**src/hw/clock_gating_control_consts.vh**
```
// Overview of operation
// - oscillator control bit 2 enables ring oscillator
// - any wake-up event sets ring oscillator enable
// - ring enable clear ignored during wake-up events
// - usb wake sets pll enable if powered
// - pll enable clear ignored during wake-up events
// - read-only bit 0 reports pll stable
// - bit 14 gates timer clock
// - bit 13 gates bus sram clock
// - bit 12 gates media data unit clock
// - bit 11 gates cipher logic, not sram
// - bit 10 gates spi master clock
// - bit 9 gates smart card clock
// - bit 8 gates uart clock
// - bit 7 clear stops usb engine, phy off
// - usb resume ignored while usb engine gated
// - first usb engine enable resets device controller
// - bit 4 gates second card controller clock
// - bit 3 gates first card controller clock
// - cleared enable puts peripheral in low power
// - locked running pll selected as system clock
// - processor always wakes on ring oscillator; here the pll stays selected while enabled and locked
`ifndef CLOCK_GATING_CONTROL_CONSTS_VH
`define CLOCK_GATING_CONTROL_CONSTS_VH

`define CGC_ADDR_W        12
`define CGC_OFS_OSC_CTRL  12'h400
`define CGC_OFS_PERIPH_EN 12'h404
`define CGC_OSC_RESET     8'h06
`define CGC_PERIPH_RESET  32'h00000000
`define CGC_OSC_MASK      8'h06
`define CGC_PERIPH_MASK   32'h00007f98

`define CGC_BIT_STABLE    0
`define CGC_BIT_PLL_EN    1
`define CGC_BIT_RING_EN   2

`define CGC_BIT_CARD_ONE  3
`define CGC_BIT_CARD_TWO  4
`define CGC_BIT_USB       7
`define CGC_BIT_UART      8
`define CGC_BIT_SMART     9
`define CGC_BIT_SPI       10
`define CGC_BIT_CIPHER    11
`define CGC_BIT_MEDIA     12
`define CGC_BIT_SRAM      13
`define CGC_BIT_TIMER     14

`define CGC_NUM_GATES     10
`define CGC_USB_RST_CYC   4'h8
`define CGC_USB_RST_LAST  4'h1
`define CGC_RING_EN_RESET 1'b1
`define CGC_PLL_EN_RESET  1'b1
`define CGC_GATE_RESET    1'b0
`define CGC_LOW_POWER_RESET 10'h3ff

`endif

```
**src/hw/clock_gating_control.v**
```verilog
`timescale 1ns/1ns
`default_nettype none
`include "clock_gating_control_consts.vh"
module clock_gating_control (
  // clock and reset
  input  wire                    I_CLOCK,
  input  wire                    I_ARST_N,
  // register port
  input  wire [`CGC_ADDR_W-1:0]  I_ADDR,
  input  wire                    I_WR,
  input  wire                    I_RD,
  input  wire [31:0]             I_WDATA,
  output wire [31:0]             O_RDATA,
  // wake-up, usb power and oscillator status pins
  input  wire                    I_WAKE_ANY,
  input  wire                    I_WAKE_USB,
  input  wire                    I_USB_ENGINE_POWER_ENABLE,
  input  wire                    I_PLL_LOCKED,
  // oscillator controls
  output wire                    O_RING_OSC_ENABLE,
  output wire                    O_PLL_ENABLE,
  output wire                    O_SYSCLK_SEL_PLL,
  // gated peripheral clocks
  output wire                    O_TIMER_CLK,
  output wire                    O_BUS_SRAM_CLK,
  output wire                    O_MEDIA_DATA_UNIT_CLK,
  output wire                    O_CIPHER_CLK,
  output wire                    O_SPI_MASTER_CLK,
  output wire                    O_SMART_CARD_CLK,
  output wire                    O_UART_CLK,
  output wire                    O_USB_ENGINE_CLK,
  output wire                    O_CARD_CTRL_TWO_CLK,
  output wire                    O_CARD_CTRL_ONE_CLK,
  // peripheral power and reset controls
  output wire [`CGC_NUM_GATES-1:0] O_LOW_POWER,
  output wire                    O_USB_PHY_ON,
  output wire                    O_USB_DEV_CTRL_RST
);

  // pin synchronisers
  reg [1:0] wake_any_sync_ff;
  reg [1:0] wake_usb_sync_ff;
  reg [1:0] usb_pwr_sync_ff;
  reg [1:0] pll_lock_sync_ff;

  always @(posedge I_CLOCK or negedge I_ARST_N) begin
    if (!I_ARST_N) begin
      wake_any_sync_ff <= 2'h0;
      wake_usb_sync_ff <= 2'h0;
      usb_pwr_sync_ff  <= 2'h0;
      pll_lock_sync_ff <= 2'h0;
    end else begin
      wake_any_sync_ff <= {wake_any_sync_ff[0], I_WAKE_ANY};
      wake_usb_sync_ff <= {wake_usb_sync_ff[0], I_WAKE_USB};
      usb_pwr_sync_ff  <= {usb_pwr_sync_ff[0], I_USB_ENGINE_POWER_ENABLE};
      pll_lock_sync_ff <= {pll_lock_sync_ff[0], I_PLL_LOCKED};
    end
  end

  wire wake_any  = wake_any_sync_ff[1];
  wire wake_usb  = wake_usb_sync_ff[1];
  wire usb_pwr   = usb_pwr_sync_ff[1];
  wire pll_lock  = pll_lock_sync_ff[1];

  // registers
  reg        ring_osc_enable_ff;
  reg        pll_enable_ff;
  reg [31:0] periph_en_ff;
  reg        usb_rst_ff;
  reg [3:0]  usb_rst_cnt_ff;
  reg        sel_pll_ff;
  reg [31:0] rdata_ff;

  reg        nxt_ring_osc_enable;
  reg        nxt_pll_enable;
  reg [31:0] nxt_periph_en;

  wire wr_osc    = I_WR & (I_ADDR == `CGC_OFS_OSC_CTRL);
  wire wr_periph = I_WR & (I_ADDR == `CGC_OFS_PERIPH_EN);
  wire usb_gate  = periph_en_ff[`CGC_BIT_USB];
  // usb resume counts only when the engine is clocked and powered
  wire usb_wake_ok = wake_usb & usb_pwr & usb_gate;
  wire any_wake    = wake_any | usb_wake_ok;

  always @* begin
    nxt_ring_osc_enable = ring_osc_enable_ff;
    nxt_pll_enable      = pll_enable_ff;
    nxt_periph_en       = periph_en_ff;
    if (wr_osc) begin
      nxt_ring_osc_enable = I_WDATA[`CGC_BIT_RING_EN];
      nxt_pll_enable      = I_WDATA[`CGC_BIT_PLL_EN];
    end
    // wake-up sets win over a clearing write
    if (any_wake) begin
      nxt_ring_osc_enable = 1'b1;
    end
    if (usb_wake_ok) begin
      nxt_pll_enable = 1'b1;
    end
    if (any_wake && pll_enable_ff) begin
      nxt_pll_enable = 1'b1;
    end
    if (wr_periph) begin
      nxt_periph_en = I_WDATA & `CGC_PERIPH_MASK;
    end
  end

  always @(posedge I_CLOCK or negedge I_ARST_N) begin
    if (!I_ARST_N) begin
      ring_osc_enable_ff <= `CGC_RING_EN_RESET;
      pll_enable_ff      <= `CGC_PLL_EN_RESET;
      periph_en_ff       <= `CGC_PERIPH_RESET;
    end else begin
      ring_osc_enable_ff <= nxt_ring_osc_enable;
      pll_enable_ff      <= nxt_pll_enable;
      periph_en_ff       <= nxt_periph_en;
    end
  end

  // one-time reset pulse to the usb device controller
  localparam [1:0] USB_RST_WAIT = 2'h0; // engine gate not yet set since reset
  localparam [1:0] USB_RST_BUSY = 2'h1; // pulse running
  localparam [1:0] USB_RST_DONE = 2'h2; // pulse issued, never again
  reg [1:0] usb_rst_state_ff;
  reg [1:0] nxt_usb_rst_state;
  reg [3:0] nxt_usb_rst_cnt;

  always @* begin
    nxt_usb_rst_state = usb_rst_state_ff;
    nxt_usb_rst_cnt   = usb_rst_cnt_ff;
    case (usb_rst_state_ff)
      USB_RST_WAIT: begin
        if (usb_gate) begin
          nxt_usb_rst_state = USB_RST_BUSY;
          nxt_usb_rst_cnt   = `CGC_USB_RST_CYC;
        end
      end
      USB_RST_BUSY: begin
        if (usb_rst_cnt_ff == `CGC_USB_RST_LAST) begin
          nxt_usb_rst_state = USB_RST_DONE;
        end
        nxt_usb_rst_cnt = usb_rst_cnt_ff - 4'h1;
      end
      USB_RST_DONE: begin
        nxt_usb_rst_cnt = 4'h0;
      end
      default: begin
        nxt_usb_rst_state = USB_RST_DONE;
        nxt_usb_rst_cnt   = 4'h0;
      end
    endcase
  end

  always @(posedge I_CLOCK or negedge I_ARST_N) begin
    if (!I_ARST_N) begin
      usb_rst_state_ff <= USB_RST_WAIT;
      usb_rst_cnt_ff   <= 4'h0;
      usb_rst_ff       <= 1'b0;
    end else begin
      usb_rst_state_ff <= nxt_usb_rst_state;
      usb_rst_cnt_ff   <= nxt_usb_rst_cnt;
      usb_rst_ff       <= (nxt_usb_rst_state == USB_RST_BUSY);
    end
  end

  // system clock select follows a running, locked pll
  always @(posedge I_CLOCK or negedge I_ARST_N) begin
    if (!I_ARST_N) begin
      sel_pll_ff <= 1'b0;
    end else begin
      sel_pll_ff <= pll_enable_ff & pll_lock;
    end
  end

  // read data with reserved bits at zero
  always @(posedge I_CLOCK or negedge I_ARST_N) begin
    if (!I_ARST_N) begin
      rdata_ff <= 32'h00000000;
    end else if (I_RD && I_ADDR == `CGC_OFS_OSC_CTRL) begin
      rdata_ff <= 32'h00000000;
      rdata_ff[`CGC_BIT_RING_EN] <= ring_osc_enable_ff;
      rdata_ff[`CGC_BIT_PLL_EN]  <= pll_enable_ff;
      rdata_ff[`CGC_BIT_STABLE]  <= pll_enable_ff & pll_lock;
    end else if (I_RD && I_ADDR == `CGC_OFS_PERIPH_EN) begin
      rdata_ff <= periph_en_ff & `CGC_PERIPH_MASK;
    end else begin
      rdata_ff <= 32'h00000000;
    end
  end

  assign O_RDATA            = rdata_ff;
  assign O_RING_OSC_ENABLE  = ring_osc_enable_ff;
  assign O_PLL_ENABLE       = pll_enable_ff;
  assign O_SYSCLK_SEL_PLL   = sel_pll_ff;
  assign O_USB_PHY_ON       = usb_gate;
  assign O_USB_DEV_CTRL_RST = usb_rst_ff;

  // per-peripheral enables straight from the enable register
  wire timer_en    = periph_en_ff[`CGC_BIT_TIMER];
  wire sram_en     = periph_en_ff[`CGC_BIT_SRAM];
  wire media_en    = periph_en_ff[`CGC_BIT_MEDIA];
  wire cipher_en   = periph_en_ff[`CGC_BIT_CIPHER];
  wire spi_en      = periph_en_ff[`CGC_BIT_SPI];
  wire smart_en    = periph_en_ff[`CGC_BIT_SMART];
  wire uart_en     = periph_en_ff[`CGC_BIT_UART];
  wire usb_en      = periph_en_ff[`CGC_BIT_USB];
  wire card_two_en = periph_en_ff[`CGC_BIT_CARD_TWO];
  wire card_one_en = periph_en_ff[`CGC_BIT_CARD_ONE];

  // low-power requests, timer first down to card controller one
  reg  [`CGC_NUM_GATES-1:0] low_power_ff;
  wire [`CGC_NUM_GATES-1:0] nxt_low_power;

  assign nxt_low_power = ~{timer_en,
                           sram_en,
                           media_en,
                           cipher_en,
                           spi_en,
                           smart_en,
                           uart_en,
                           usb_en,
                           card_two_en,
                           card_one_en};

  always @(posedge I_CLOCK or negedge I_ARST_N) begin
    if (!I_ARST_N) begin
      low_power_ff <= `CGC_LOW_POWER_RESET;
    end else begin
      low_power_ff <= nxt_low_power;
    end
  end

  assign O_LOW_POWER = low_power_ff;

  // one glitch-free gate per peripheral clock
  glitch_free_gate #(.INIT_EN (`CGC_GATE_RESET)) u_timer_gate (
    .i_clk    (I_CLOCK),
    .i_arst_n (I_ARST_N),
    .i_enable (timer_en),
    .o_gclk   (O_TIMER_CLK)
  );

  glitch_free_gate #(.INIT_EN (`CGC_GATE_RESET)) u_sram_gate (
    .i_clk    (I_CLOCK),
    .i_arst_n (I_ARST_N),
    .i_enable (sram_en),
    .o_gclk   (O_BUS_SRAM_CLK)
  );

  glitch_free_gate #(.INIT_EN (`CGC_GATE_RESET)) u_media_gate (
    .i_clk    (I_CLOCK),
    .i_arst_n (I_ARST_N),
    .i_enable (media_en),
    .o_gclk   (O_MEDIA_DATA_UNIT_CLK)
  );

  // cipher sram clock is not gated here
  glitch_free_gate #(.INIT_EN (`CGC_GATE_RESET)) u_cipher_gate (
    .i_clk    (I_CLOCK),
    .i_arst_n (I_ARST_N),
    .i_enable (cipher_en),
    .o_gclk   (O_CIPHER_CLK)
  );

  glitch_free_gate #(.INIT_EN (`CGC_GATE_RESET)) u_spi_gate (
    .i_clk    (I_CLOCK),
    .i_arst_n (I_ARST_N),
    .i_enable (spi_en),
    .o_gclk   (O_SPI_MASTER_CLK)
  );

  glitch_free_gate #(.INIT_EN (`CGC_GATE_RESET)) u_smart_gate (
    .i_clk    (I_CLOCK),
    .i_arst_n (I_ARST_N),
    .i_enable (smart_en),
    .o_gclk   (O_SMART_CARD_CLK)
  );

  glitch_free_gate #(.INIT_EN (`CGC_GATE_RESET)) u_uart_gate (
    .i_clk    (I_CLOCK),
    .i_arst_n (I_ARST_N),
    .i_enable (uart_en),
    .o_gclk   (O_UART_CLK)
  );

  glitch_free_gate #(.INIT_EN (`CGC_GATE_RESET)) u_usb_gate (
    .i_clk    (I_CLOCK),
    .i_arst_n (I_ARST_N),
    .i_enable (usb_en),
    .o_gclk   (O_USB_ENGINE_CLK)
  );

  glitch_free_gate #(.INIT_EN (`CGC_GATE_RESET)) u_card_two_gate (
    .i_clk    (I_CLOCK),
    .i_arst_n (I_ARST_N),
    .i_enable (card_two_en),
    .o_gclk   (O_CARD_CTRL_TWO_CLK)
  );

  glitch_free_gate #(.INIT_EN (`CGC_GATE_RESET)) u_card_one_gate (
    .i_clk    (I_CLOCK),
    .i_arst_n (I_ARST_N),
    .i_enable (card_one_en),
    .o_gclk   (O_CARD_CTRL_ONE_CLK)
  );

endmodule // clock_gating_control
`default_nettype wire

```
**src/hw/glitch_free_gate.v**
```verilog
`timescale 1ns/1ns
`default_nettype none
// enable is retimed on the falling edge, so the gated clock only switches while low
module glitch_free_gate #(
  parameter [0:0] INIT_EN = 1'b0
) (
  // clock and reset
  input  wire i_clk,
  input  wire i_arst_n,
  // control
  input  wire i_enable,
  // gated clock
  output wire o_gclk
);

  reg enable_ff;

  always @(negedge i_clk or negedge i_arst_n) begin
    if (!i_arst_n) begin
      enable_ff <= INIT_EN;
    end else begin
      enable_ff <= i_enable;
    end
  end

  assign o_gclk = i_clk & enable_ff;

endmodule // glitch_free_gate
`default_nettype wire

```
**config.mk**
```make
export PLATFORM = sky130hd
export DESIGN_NAME = clock_gating_control
export DESIGN_NICKNAME = d
export VERILOG_FILES = /design/src/hw/clock_gating_control.v /design/src/hw/glitch_free_gate.v
export VERILOG_INCLUDE_DIRS = /design/src /design/src/hw
export SDC_FILE = /design/constraint.sdc
export NUM_CORES = 1
export LEC_CHECK = 0
export ABC_AREA = 1
export BUFFER_PORTS_ARGS = -buffer_cell sky130_fd_sc_hd__buf_2
export CAP_MARGIN = 20
export CORE_MARGIN = 2
export CORE_UTILIZATION = 45
export CTS_CLUSTER_SIZE = 24
export DETAILED_ROUTE_END_ITERATION = 8
export PLACE_DENSITY = 0.78
export SETUP_SLACK_MARGIN = 0.02
export SLEW_MARGIN = 10
export SYNTH_ARGS = -nofsm -noshare
export SYNTH_HDL_FRONTEND = slang
export SYNTH_SLANG_ARGS = --single-unit
```
**constraint.sdc**
```tcl
create_clock -name I_CLOCK -period 2.9 [get_ports I_CLOCK]
set_input_delay 0.58 -clock I_CLOCK [delete_from_list [all_inputs] [get_ports I_CLOCK]]
set_output_delay 0.58 -clock I_CLOCK [all_outputs]
set_load 0.01 [all_outputs]
```
==> flow_summary.toml, run 1 <==
[timing]
finalMaxSlewViolations = 0
finalHoldViolCount = 0
layout_setup_ws_ns = -0.192
grt_setup_unrepaired = "true"
finalSetupViolCount = 20
clock_skew_ns = 0.0136

[route]
viasPerCell = 4.27
routedWlPerCell_um = 11.2
drt_iter0_markers = 73
antenna_left = 0
drc = 0
wl_mm = 4.27
first_pass_iters = 4
vias = 1627

[pwr]
p_sw_w = 0.000492
comb_power_share_pct = 9.5
p_int_w = 0.00145
powerDensity_nw_per_um2 = 648
p_leak_nw = 1.67
power.share.clock_pct = 43.1
sw_frac_of_total_pct = 25.3
peakVddDrop_mv = 0.306
pwr-share-seq_pct = 47.4

[floorplanning]
dieWidth_um = 76.9
die_y_um = 76.9
placementRows = 26
start_util_pct = 46.8
core_um2 = 5110
die_area_um2 = 5910
io_pins = 109

[final_layout]
regArea_um2 = 1540
fin_nets = 359
final_util_pct = 58.7
nFillCells = 440
multiInputGateArea_um2 = 568
drive_gt1_share_pct = 38.6
syn_to_final_growth_pct = 25.4
num_antenna_cells = 0

[logic_synthesis]
yosys-top-cells-count = "inv_1, dfrtp_1, nand2_1"
synth_flop_cell = "dfrtp_1"
syn_area_um2 = 2390
ys_warn_count = 0
synth_top_area_share_pct = 40.8
synth-edff-count = 0
synth-seq-cells = 61
ys_types = 27
syn_inst = 222
ys_top_cells_by_area = "dfrtp_1, dfstp_2, dfrtn_1"
async_flop_share_pct = 100
ys_seq_area_share_pct = 64.5
avgSynthCellArea_um2 = 10.8
synth_top_cell_by_area = "dfrtp_1"
yosysMostFrequentCell = "inv_1"

[setup_path]
worst_path_max_delay_cell = "dfrtn_1"
slowest_delay_ns = 0.40
crit_path_cell_trace = "nand2_1 > inv_1 > buf_2"
crit_path_max_fanout = 1
crit_required_ns = 2.32
worstPathArrival_ns = 2.51
cp-end-kind = "output port"
crit_type = "reg2out"
crit_path_start_kind = "register"

[global_route]
grt_overflow_total = 0
grt_pass1_vias = 1742
grt_usage_pct = 16.0
grt_pass1_wl_mm = 7.10
antenna_found_initial = 0
grt_max_degree = 24

[place]
routabilityCongestion = 0.764
dp_hpwl_mm = 3.02
place_ws_ns = 0.307
io_buffer_count = 69

[clocking]
clock_latency_ns = 0.43
post-cts-setup-buffers = 0
cts_tree = "built"
clkTransAtPathRegs_ns = 0.06

[run]
max-cap-violations = 0

[run_status]
failed_checks = "negative setup slack"
status = "finished, violations left"

[hold_path]
hold_path.class = "in2async"
logic make-up (layout without fill, tap and decap cells):
group	Yosys count	count (layout)	synth area share [%]
and+or+nand+nor	70	70	14.2
buffers and inverters	70	141	14.6
DFF	61	61	64.5
AOI/OAI and AO/OA	18	18	5.55
adders and majority gates	2	2	1.05
other	1	19	0.157
routing by layer:
layer,GRT usage (%),up-vias,part of all wire [%]
met1,17.2,756,42
met2,23.1,59,50
met4,16.4,0,2.6
met3,6.59,11,5.0
met5,0,-,0
li1,-,801,-
stage by stage:
step	instances	hold slack (ns)	cell area [µm²]	setup TNS (ns)	total power, W
6_report	381	0.112	3000	-1.55	0.00194
3_5_place_dp	360	0.336	2750	0	0.00112
4_1_cts	381	0.117	2990	-1.74	0.00197
3_3_place_gp	360	0.331	2750	0	0.00111
2_1_floorplan	240	0.284	2460	0	0.00110
5_1_grt	381	0.132	3000	-2.17	0.00204
timing repair:
item / in CTS / in global routing
gates cloned: 0 / 0
resized for setup: 1 / 3
endpoints found under the hold margin: 0 / 0
hold buffers: 0 / 0
endpoints found under the setup margin: 20 / 20
pin swaps: 6 / 4
power by group through the flow:
| stage | clock network, W | logic [W] | registers (W) |
|---|---|---|---|
| 2_1_floorplan | 0.0000362 | 0.000135 | 0.000931 |
| 3_3_place_gp | 0.00000429 | 0.000178 | 0.000932 |
| 3_5_place_dp | 0.00000429 | 0.000186 | 0.000934 |
| 4_1_cts | 0.000861 | 0.000187 | 0.000920 |
| 5_1_grt | 0.000904 | 0.000214 | 0.000925 |
| 6_report | 0.000836 | 0.000185 | 0.000920 |
registers in the layout, summed over array words and instances, names as in the netlist:
register                   cells
u_card_two_gate.enable_ff      1
pll_lock_sync_ff               2
usb_rst_state_ff               2
u_media_gate.enable_ff         1
periph_en_ff                  10
u_uart_gate.enable_ff          1
O_RING_OSC_ENABLE              1
u_spi_gate.enable_ff           1
O_SYSCLK_SEL_PLL               1
usb_rst_cnt_ff                 4
wake_any_sync_ff               2
u_smart_gate.enable_ff         1
usb_pwr_sync_ff                2
wake_usb_sync_ff               2
O_LOW_POWER                   10
O_RDATA                       13
u_usb_gate.enable_ff           1
u_cipher_gate.enable_ff        1
u_timer_gate.enable_ff         1
u_card_one_gate.enable_ff      1
O_PLL_ENABLE                   1
u_sram_gate.enable_ff          1
O_USB_DEV_CTRL_RST             1
path summary, 6_finish.rpt:
check,start,end,slack (ns),cells past startpoint
setup / recovery,u_spi_gate.enable_ff,O_SPI_MASTER_CLK,-0.19,3
hold / removal,I_ARST_N,O_RDATA[11],0.11,1
setup reg to reg,periph_en_ff[7],u_usb_gate.enable_ff,0.79,0
hold reg to reg,wake_any_sync_ff[0],wake_any_sync_ff[1],0.35,0
max in group asynchronous,I_ARST_N,u_uart_gate.enable_ff,1.09,1
min in group I_CLOCK,I_USB_ENGINE_POWER_ENABLE,usb_pwr_sync_ff[0],0.26,1
final cells by class:
class / count / share of cell area (%)
clock buffers: 29 / 9.68
clock inverters: 12 / 1.67
inverters: 38 / 4.76
multi-input cells: 109 / 18.9
flip-flops and latches: 61 / 51.4
well taps: 70 / 2.92
repair buffers: 62 / 10.6
placed cells by master (no fill, tap or decap):
cell type	count
ha_1	2
clkbuf_8	15
clkinvlp_2	1
buf_2	66
nor2_1	7
nand3b_1	1
o21ai_2	10
clkbuf_1	4
nand3_2	2
nor3_4	1
nor4_1	1
conb_1	19
nand3_1	4
o22ai_1	1
dfrtp_1	39
dfstp_2	12
a21oi_1	1
nor2_2	2
nor3_1	11
nand2_1	35
nor2_4	1
nor3b_1	1
a31o_2	1
buf_4	3
dfrtn_1	10
buf_6	3
inv_2	2
inv_1	46
o21ai_0	5
clkinvlp_4	1
nand4_1	4
worst max-delay path: cells and delay by family (launching register included):
family | cells | cell delay (ns)
buffers and inverters | 2 | 0.16
AND/OR/NAND/NOR | 1 | 0.07
flip-flops | 1 | 0.40
(Power assumes the default switching activity.)
==> inputs of run 2 (changes only) <==
--- a/config.mk
+++ b/config.mk
@@ -9,7 +9,7 @@
 export ABC_AREA = 1
 export BUFFER_PORTS_ARGS = -buffer_cell sky130_fd_sc_hd__buf_2
 export CAP_MARGIN = 20
-export CORE_MARGIN = 2
+export CORE_MARGIN = 1
 export CORE_UTILIZATION = 45
 export CTS_CLUSTER_SIZE = 24
 export DETAILED_ROUTE_END_ITERATION = 8
==> constraint.sdc (replaced) <==
create_clock -name I_CLOCK -period 3.7 [get_ports I_CLOCK]
set_input_delay 0.74 -clock I_CLOCK [delete_from_list [all_inputs] [get_ports I_CLOCK]]
set_output_delay 0.74 -clock I_CLOCK [all_outputs]
set_load 0.01 [all_outputs]
==> flow_summary.toml, run 2 (synthesis gave the netlist of run 1 again) <==
[run_status]
status = "finished clean"

[final_layout]
multiInputGateArea_um2 = 571
syn_to_final_growth_pct = 26.8
final_util_pct = 59.4
mostFrequentLayoutCells = "buf_2, inv_1, dfrtp_1"
final_area_um2 = 3030
drive_gt1_share_pct = 40.2
num_antenna_cells = 0
regArea_um2 = 1540
fin_nets = 359
largest_reg_flops = 13
nFillCells = 441
final_common_cell = "buf_2"

[floorplanning]
io_pins = 109
die_area_um2 = 5610
die_y_um = 74.9
placementRows = 26
dieWidth_um = 74.9
core_um2 = 5110
start_util_pct = 46.8

[pwr]
p_leak_nw = 1.69
powerDensity_nw_per_um2 = 535
peakVddDrop_mv = 0.292

[setup_path]
worst_path_max_delay_cell = "dfrtn_1"
crit_family = "flip-flops"
crit_path_start_kind = "register"
slowest_delay_ns = 0.38
crit_type = "reg2out"
crit_required_ns = 2.96
r2r_setup_slack_ns = 1.18
cp-end-kind = "output port"
worstPathArrival_ns = 2.90
crit_path_max_fanout = 1
crit_path_cell_trace = "nand2_1 > inv_1 > buf_2"
critPathBufInv = 2

[place]
dp_hpwl_mm = 2.97
routabilityCongestion = 0.764
place_ws_ns = 0.537
place_area_um2 = 2750
io_buffer_count = 69

[global_route]
grt_pass1_wl_mm = 6.50
grt_usage_pct = 17.0
grt_pass1_vias = 1576
antenna_found_initial = 0
grt_max_degree = 25
grt_overflow_total = 0

[timing]
fin_tns_setup_ns = 0
finalHoldViolCount = 0
grt_setup_unrepaired = "true"
whs_ns = 0.267
finalMaxSlewViolations = 0
finalSetupViolCount = 0
clock_skew_ns = 0.0102
layout_setup_ws_ns = 0.0626

[route]
drt_iter0_markers = 44
vias = 1631
antenna_left = 0
routedWlPerCell_um = 10.8
wl_mm = 4.13
drc = 0
first_pass_iters = 4
viasPerCell = 4.28

[clocking]
clock_latency_ns = 0.44
clkTransAtPathRegs_ns = 0.07
cts_tree = "built"
post-cts-setup-buffers = 0

[run]
max-cap-violations = 0

[hold_path]
hold_path.class = "in2async"
==> run 2: worst paths after layout <==
check | start | end | depth (start not counted)
worst max-delay path | u_timer_gate.enable_ff | O_TIMER_CLK | 3
worst min-delay path | I_ARST_N | O_RDATA[8] | 1
worst max register to register | periph_en_ff[7] | u_usb_gate.enable_ff | 0
worst min register to register | wake_usb_sync_ff[0] | wake_usb_sync_ff[1] | 0
max in group asynchronous | I_ARST_N | u_card_one_gate.enable_ff | 1
min in group I_CLOCK | wake_usb_sync_ff[0] | wake_usb_sync_ff[1] | 0
==> run 2: power breakdown <==
group          total, W  internal (W)  switching (W)
Sequential     0.000721      0.000703      0.0000178
Combinational  0.000144     0.0000546      0.0000893
Clock          0.000757      0.000463       0.000293
Total           0.00162       0.00122       0.000400
==> run 2: layer usage <==
| layer | GRT usage (%) | up-vias | share of wire (%) |
|---|---|---|---|
| li1 | - | 803 | - |
| met1 | 18.1 | 746 | 41 |
| met2 | 24.7 | 69 | 50 |
| met3 | 9.91 | 13 | 5.4 |
| met4 | 13.0 | 0 | 3.2 |
| met5 | 0 | - | 0 |
==> run 2: area by class of cell <==
type	instances	area share, %
clock buffers	27	9.45
clock inverters	14	2.81
inverters	38	4.70
multi-input cells	109	18.8
flip-flops and latches	61	50.8
well taps	70	2.89
repair buffers	62	10.5
==> run 2: through the flow <==
| step | instances | power, W |
|---|---|---|
| after CTS | 381 | 0.00164 |
| after floorplan | 240 | 0.000864 |
| final | 381 | 0.00162 |
| after global placement | 360 | 0.000873 |
| after global routing | 381 | 0.00171 |
| after detailed placement | 360 | 0.000881 |
==> run 2: repair_timing <==
item,in CTS,in global routing
gates resized for setup,0,5
hold buffers,0,0
endpoints found under the setup margin,0,14
==> inputs of run 3 (changes only) <==
--- a/config.mk
+++ b/config.mk
@@ -18,4 +18,5 @@
 export SLEW_MARGIN = 10
 export SYNTH_ARGS = -nofsm -noshare
 export SYNTH_HDL_FRONTEND = slang
+export SYNTH_HIERARCHICAL = 1
 export SYNTH_SLANG_ARGS = --single-unit
==> flow_summary.toml, run 3 <==
[run_status]
status = "finished clean"

[global_route]
grt_overflow_total = 0
busiest_layer = "met2"
met2_usage_pct = 24.2
grt_usage_pct = 16.6
grt_pass1_wl_mm = 6.36
grt_max_degree = 29
grt_pass1_vias = 1571
grt_util_met1_pct = 17.0
antenna_found_initial = 0
gr-usage-met3_pct = 8.43

[pwr]
p_leak_nw = 1.70
peakVddDrop_mv = 0.275
powerDensity_nw_per_um2 = 550

[clocking]
clock_latency_ns = 0.45
clkTransAtPathRegs_ns = 0.08
hold_buffers = 0
cts_tree = "built"
post-cts-setup-buffers = 0
cts_resized = 0

[timing]
worst_pin_slew_ns = 0.563
max_slew_margin_pct = 62.5
whs_ns = 0.284
grt_setup_unrepaired = "true"
finalSetupViolCount = 0
clock_skew_ns = 0.0119
finalHoldViolCount = 0
finalMaxSlewViolations = 0

[route]
antenna_left = 0
first_pass_iters = 4
routedWlPerCell_um = 10.9
viasPerCell = 4.29
drt_iter0_markers = 87
vias = 1639
drc = 0
wl_mm = 4.17

[logic_synthesis]
ys_top_cells_by_area = "dfrtp_1, dfstp_2, dfrtn_1"
synth_flop_cell = "dfrtp_1"
yosys-top-cells-count = "inv_1, dfrtp_1, nand2_1"
ys_warn_count = 6
ys_types = 26
synth_top_area_share_pct = 40.9
syn_inst = 221
syn_area_um2 = 2390
async_flop_share_pct = 100
synth-seq-cells = 61
ys_seq_area_share_pct = 64.6
avgSynthCellArea_um2 = 10.8
yosysMostFrequentCell = "inv_1"
synth-edff-count = 0
synth_top_cell_by_area = "dfrtp_1"

[final_layout]
fin_nets = 360
syn_to_final_growth_pct = 27.5
num_antenna_cells = 0
drive_gt1_share_pct = 39.7
largest_reg_flops = 13
final_util_pct = 59.6
mostFrequentLayoutCells = "buf_2, inv_1, dfrtp_1"
final_common_cell = "buf_2"
final_cells = 382

[place]
dp.cells = 361
io_buffer_count = 69
routabilityCongestion = 0.760
dp_hpwl_mm = 2.80

[setup_path]
r2r_setup_slack_ns = 1.20
crit_required_ns = 2.96
crit_type = "reg2out"
worstReg2RegStart = "periph_en_ff[7]"
r2r_end = "u_usb_gate/enable_ff"
crit_path_start_kind = "register"
slowest_delay_ns = 0.39
rr_worst_depth = 0
worstPathArrival_ns = 2.90
crit_path_cell_trace = "nand2_1 > inv_1 > buf_2"
cp-end-kind = "output port"
crit_path_max_fanout = 1
worst_path_max_delay_cell = "dfrtn_1"

[floorplanning]
die_area_um2 = 5600
io_pins = 109
start_util_pct = 46.7
core_um2 = 5110
dieWidth_um = 74.8
die_y_um = 74.8
placementRows = 26

[run]
max-cap-violations = 0

[hold_path]
hold_path.class = "in2async"
==> run 3: metal layers <==
layer  up-vias  wire length (µm)
met5         -                 0
met4         0                85
met3        10               230
met2        59              2170
met1       765              1680
li1        805                 -
==> run 3: worst max-delay path: cells and delay by family, from the launching register on <==
family                 cells  cell delay, ns
flip-flops                 1            0.39
buffers and inverters      2            0.15
AND/OR/NAND/NOR            1            0.06
==> run 3: layout make-up <==
type | instances | area, µm²
clock inverter | 17 | 129
sequential | 61 | 1540
tap | 70 | 87.6
inverter | 38 | 143
multi-input combinational | 109 | 568
fill | 455 | 2060
timing repair buffer | 63 | 325
clock buffer | 24 | 249
==> run 3: worst max-delay path by stage <==
stage / startpoint / end / slack [ns]
after floorplan: u_sram_gate/enable_ff / O_BUS_SRAM_CLK / 0.63
after global placement: u_uart_gate/enable_ff / O_UART_CLK / 0.56
after detailed placement: u_sram_gate/enable_ff / O_BUS_SRAM_CLK / 0.55
after CTS: u_sram_gate/enable_ff / O_BUS_SRAM_CLK / 0.03
after global routing: u_card_one_gate/enable_ff / O_CARD_CTRL_ONE_CLK / -0.02
final: u_sram_gate/enable_ff / O_BUS_SRAM_CLK / 0.06
==> run 3: stage by stage <==
step	area, µm²	TNS (ns)	power [W]	setup WS [ns]
4_1_cts	3040	0	0.00170	0.0313
3_3_place_gp	2750	0	0.000871	0.558
5_1_grt	3040	-0.0227	0.00175	-0.0210
3_5_place_dp	2750	0	0.000880	0.548
6_report	3040	0	0.00167	0.0603
2_1_floorplan	2450	0	0.000836	0.627
==> run 3: cell families after synthesis <==
group	Yosys count	synth area share, %
AOI/OAI and AO/OA	18	5.56
adders and majority gates	2	1.05
buffers and inverters	69	14.5
DFF	61	64.6
other	1	0.157
and+or+nand+nor	70	14.2
==> run 3: power breakdown <==
| group | total, W | leakage (nW) | switching [W] | internal [W] |
|---|---|---|---|---|
| Sequential | 0.000721 | 0.786 | 0.0000191 | 0.000702 |
| Clock | 0.000808 | 0.304 | 0.000315 | 0.000493 |
| Combinational | 0.000145 | 0.614 | 0.0000902 | 0.0000551 |
| Total | 0.00167 | 1.70 | 0.000424 | 0.00125 |
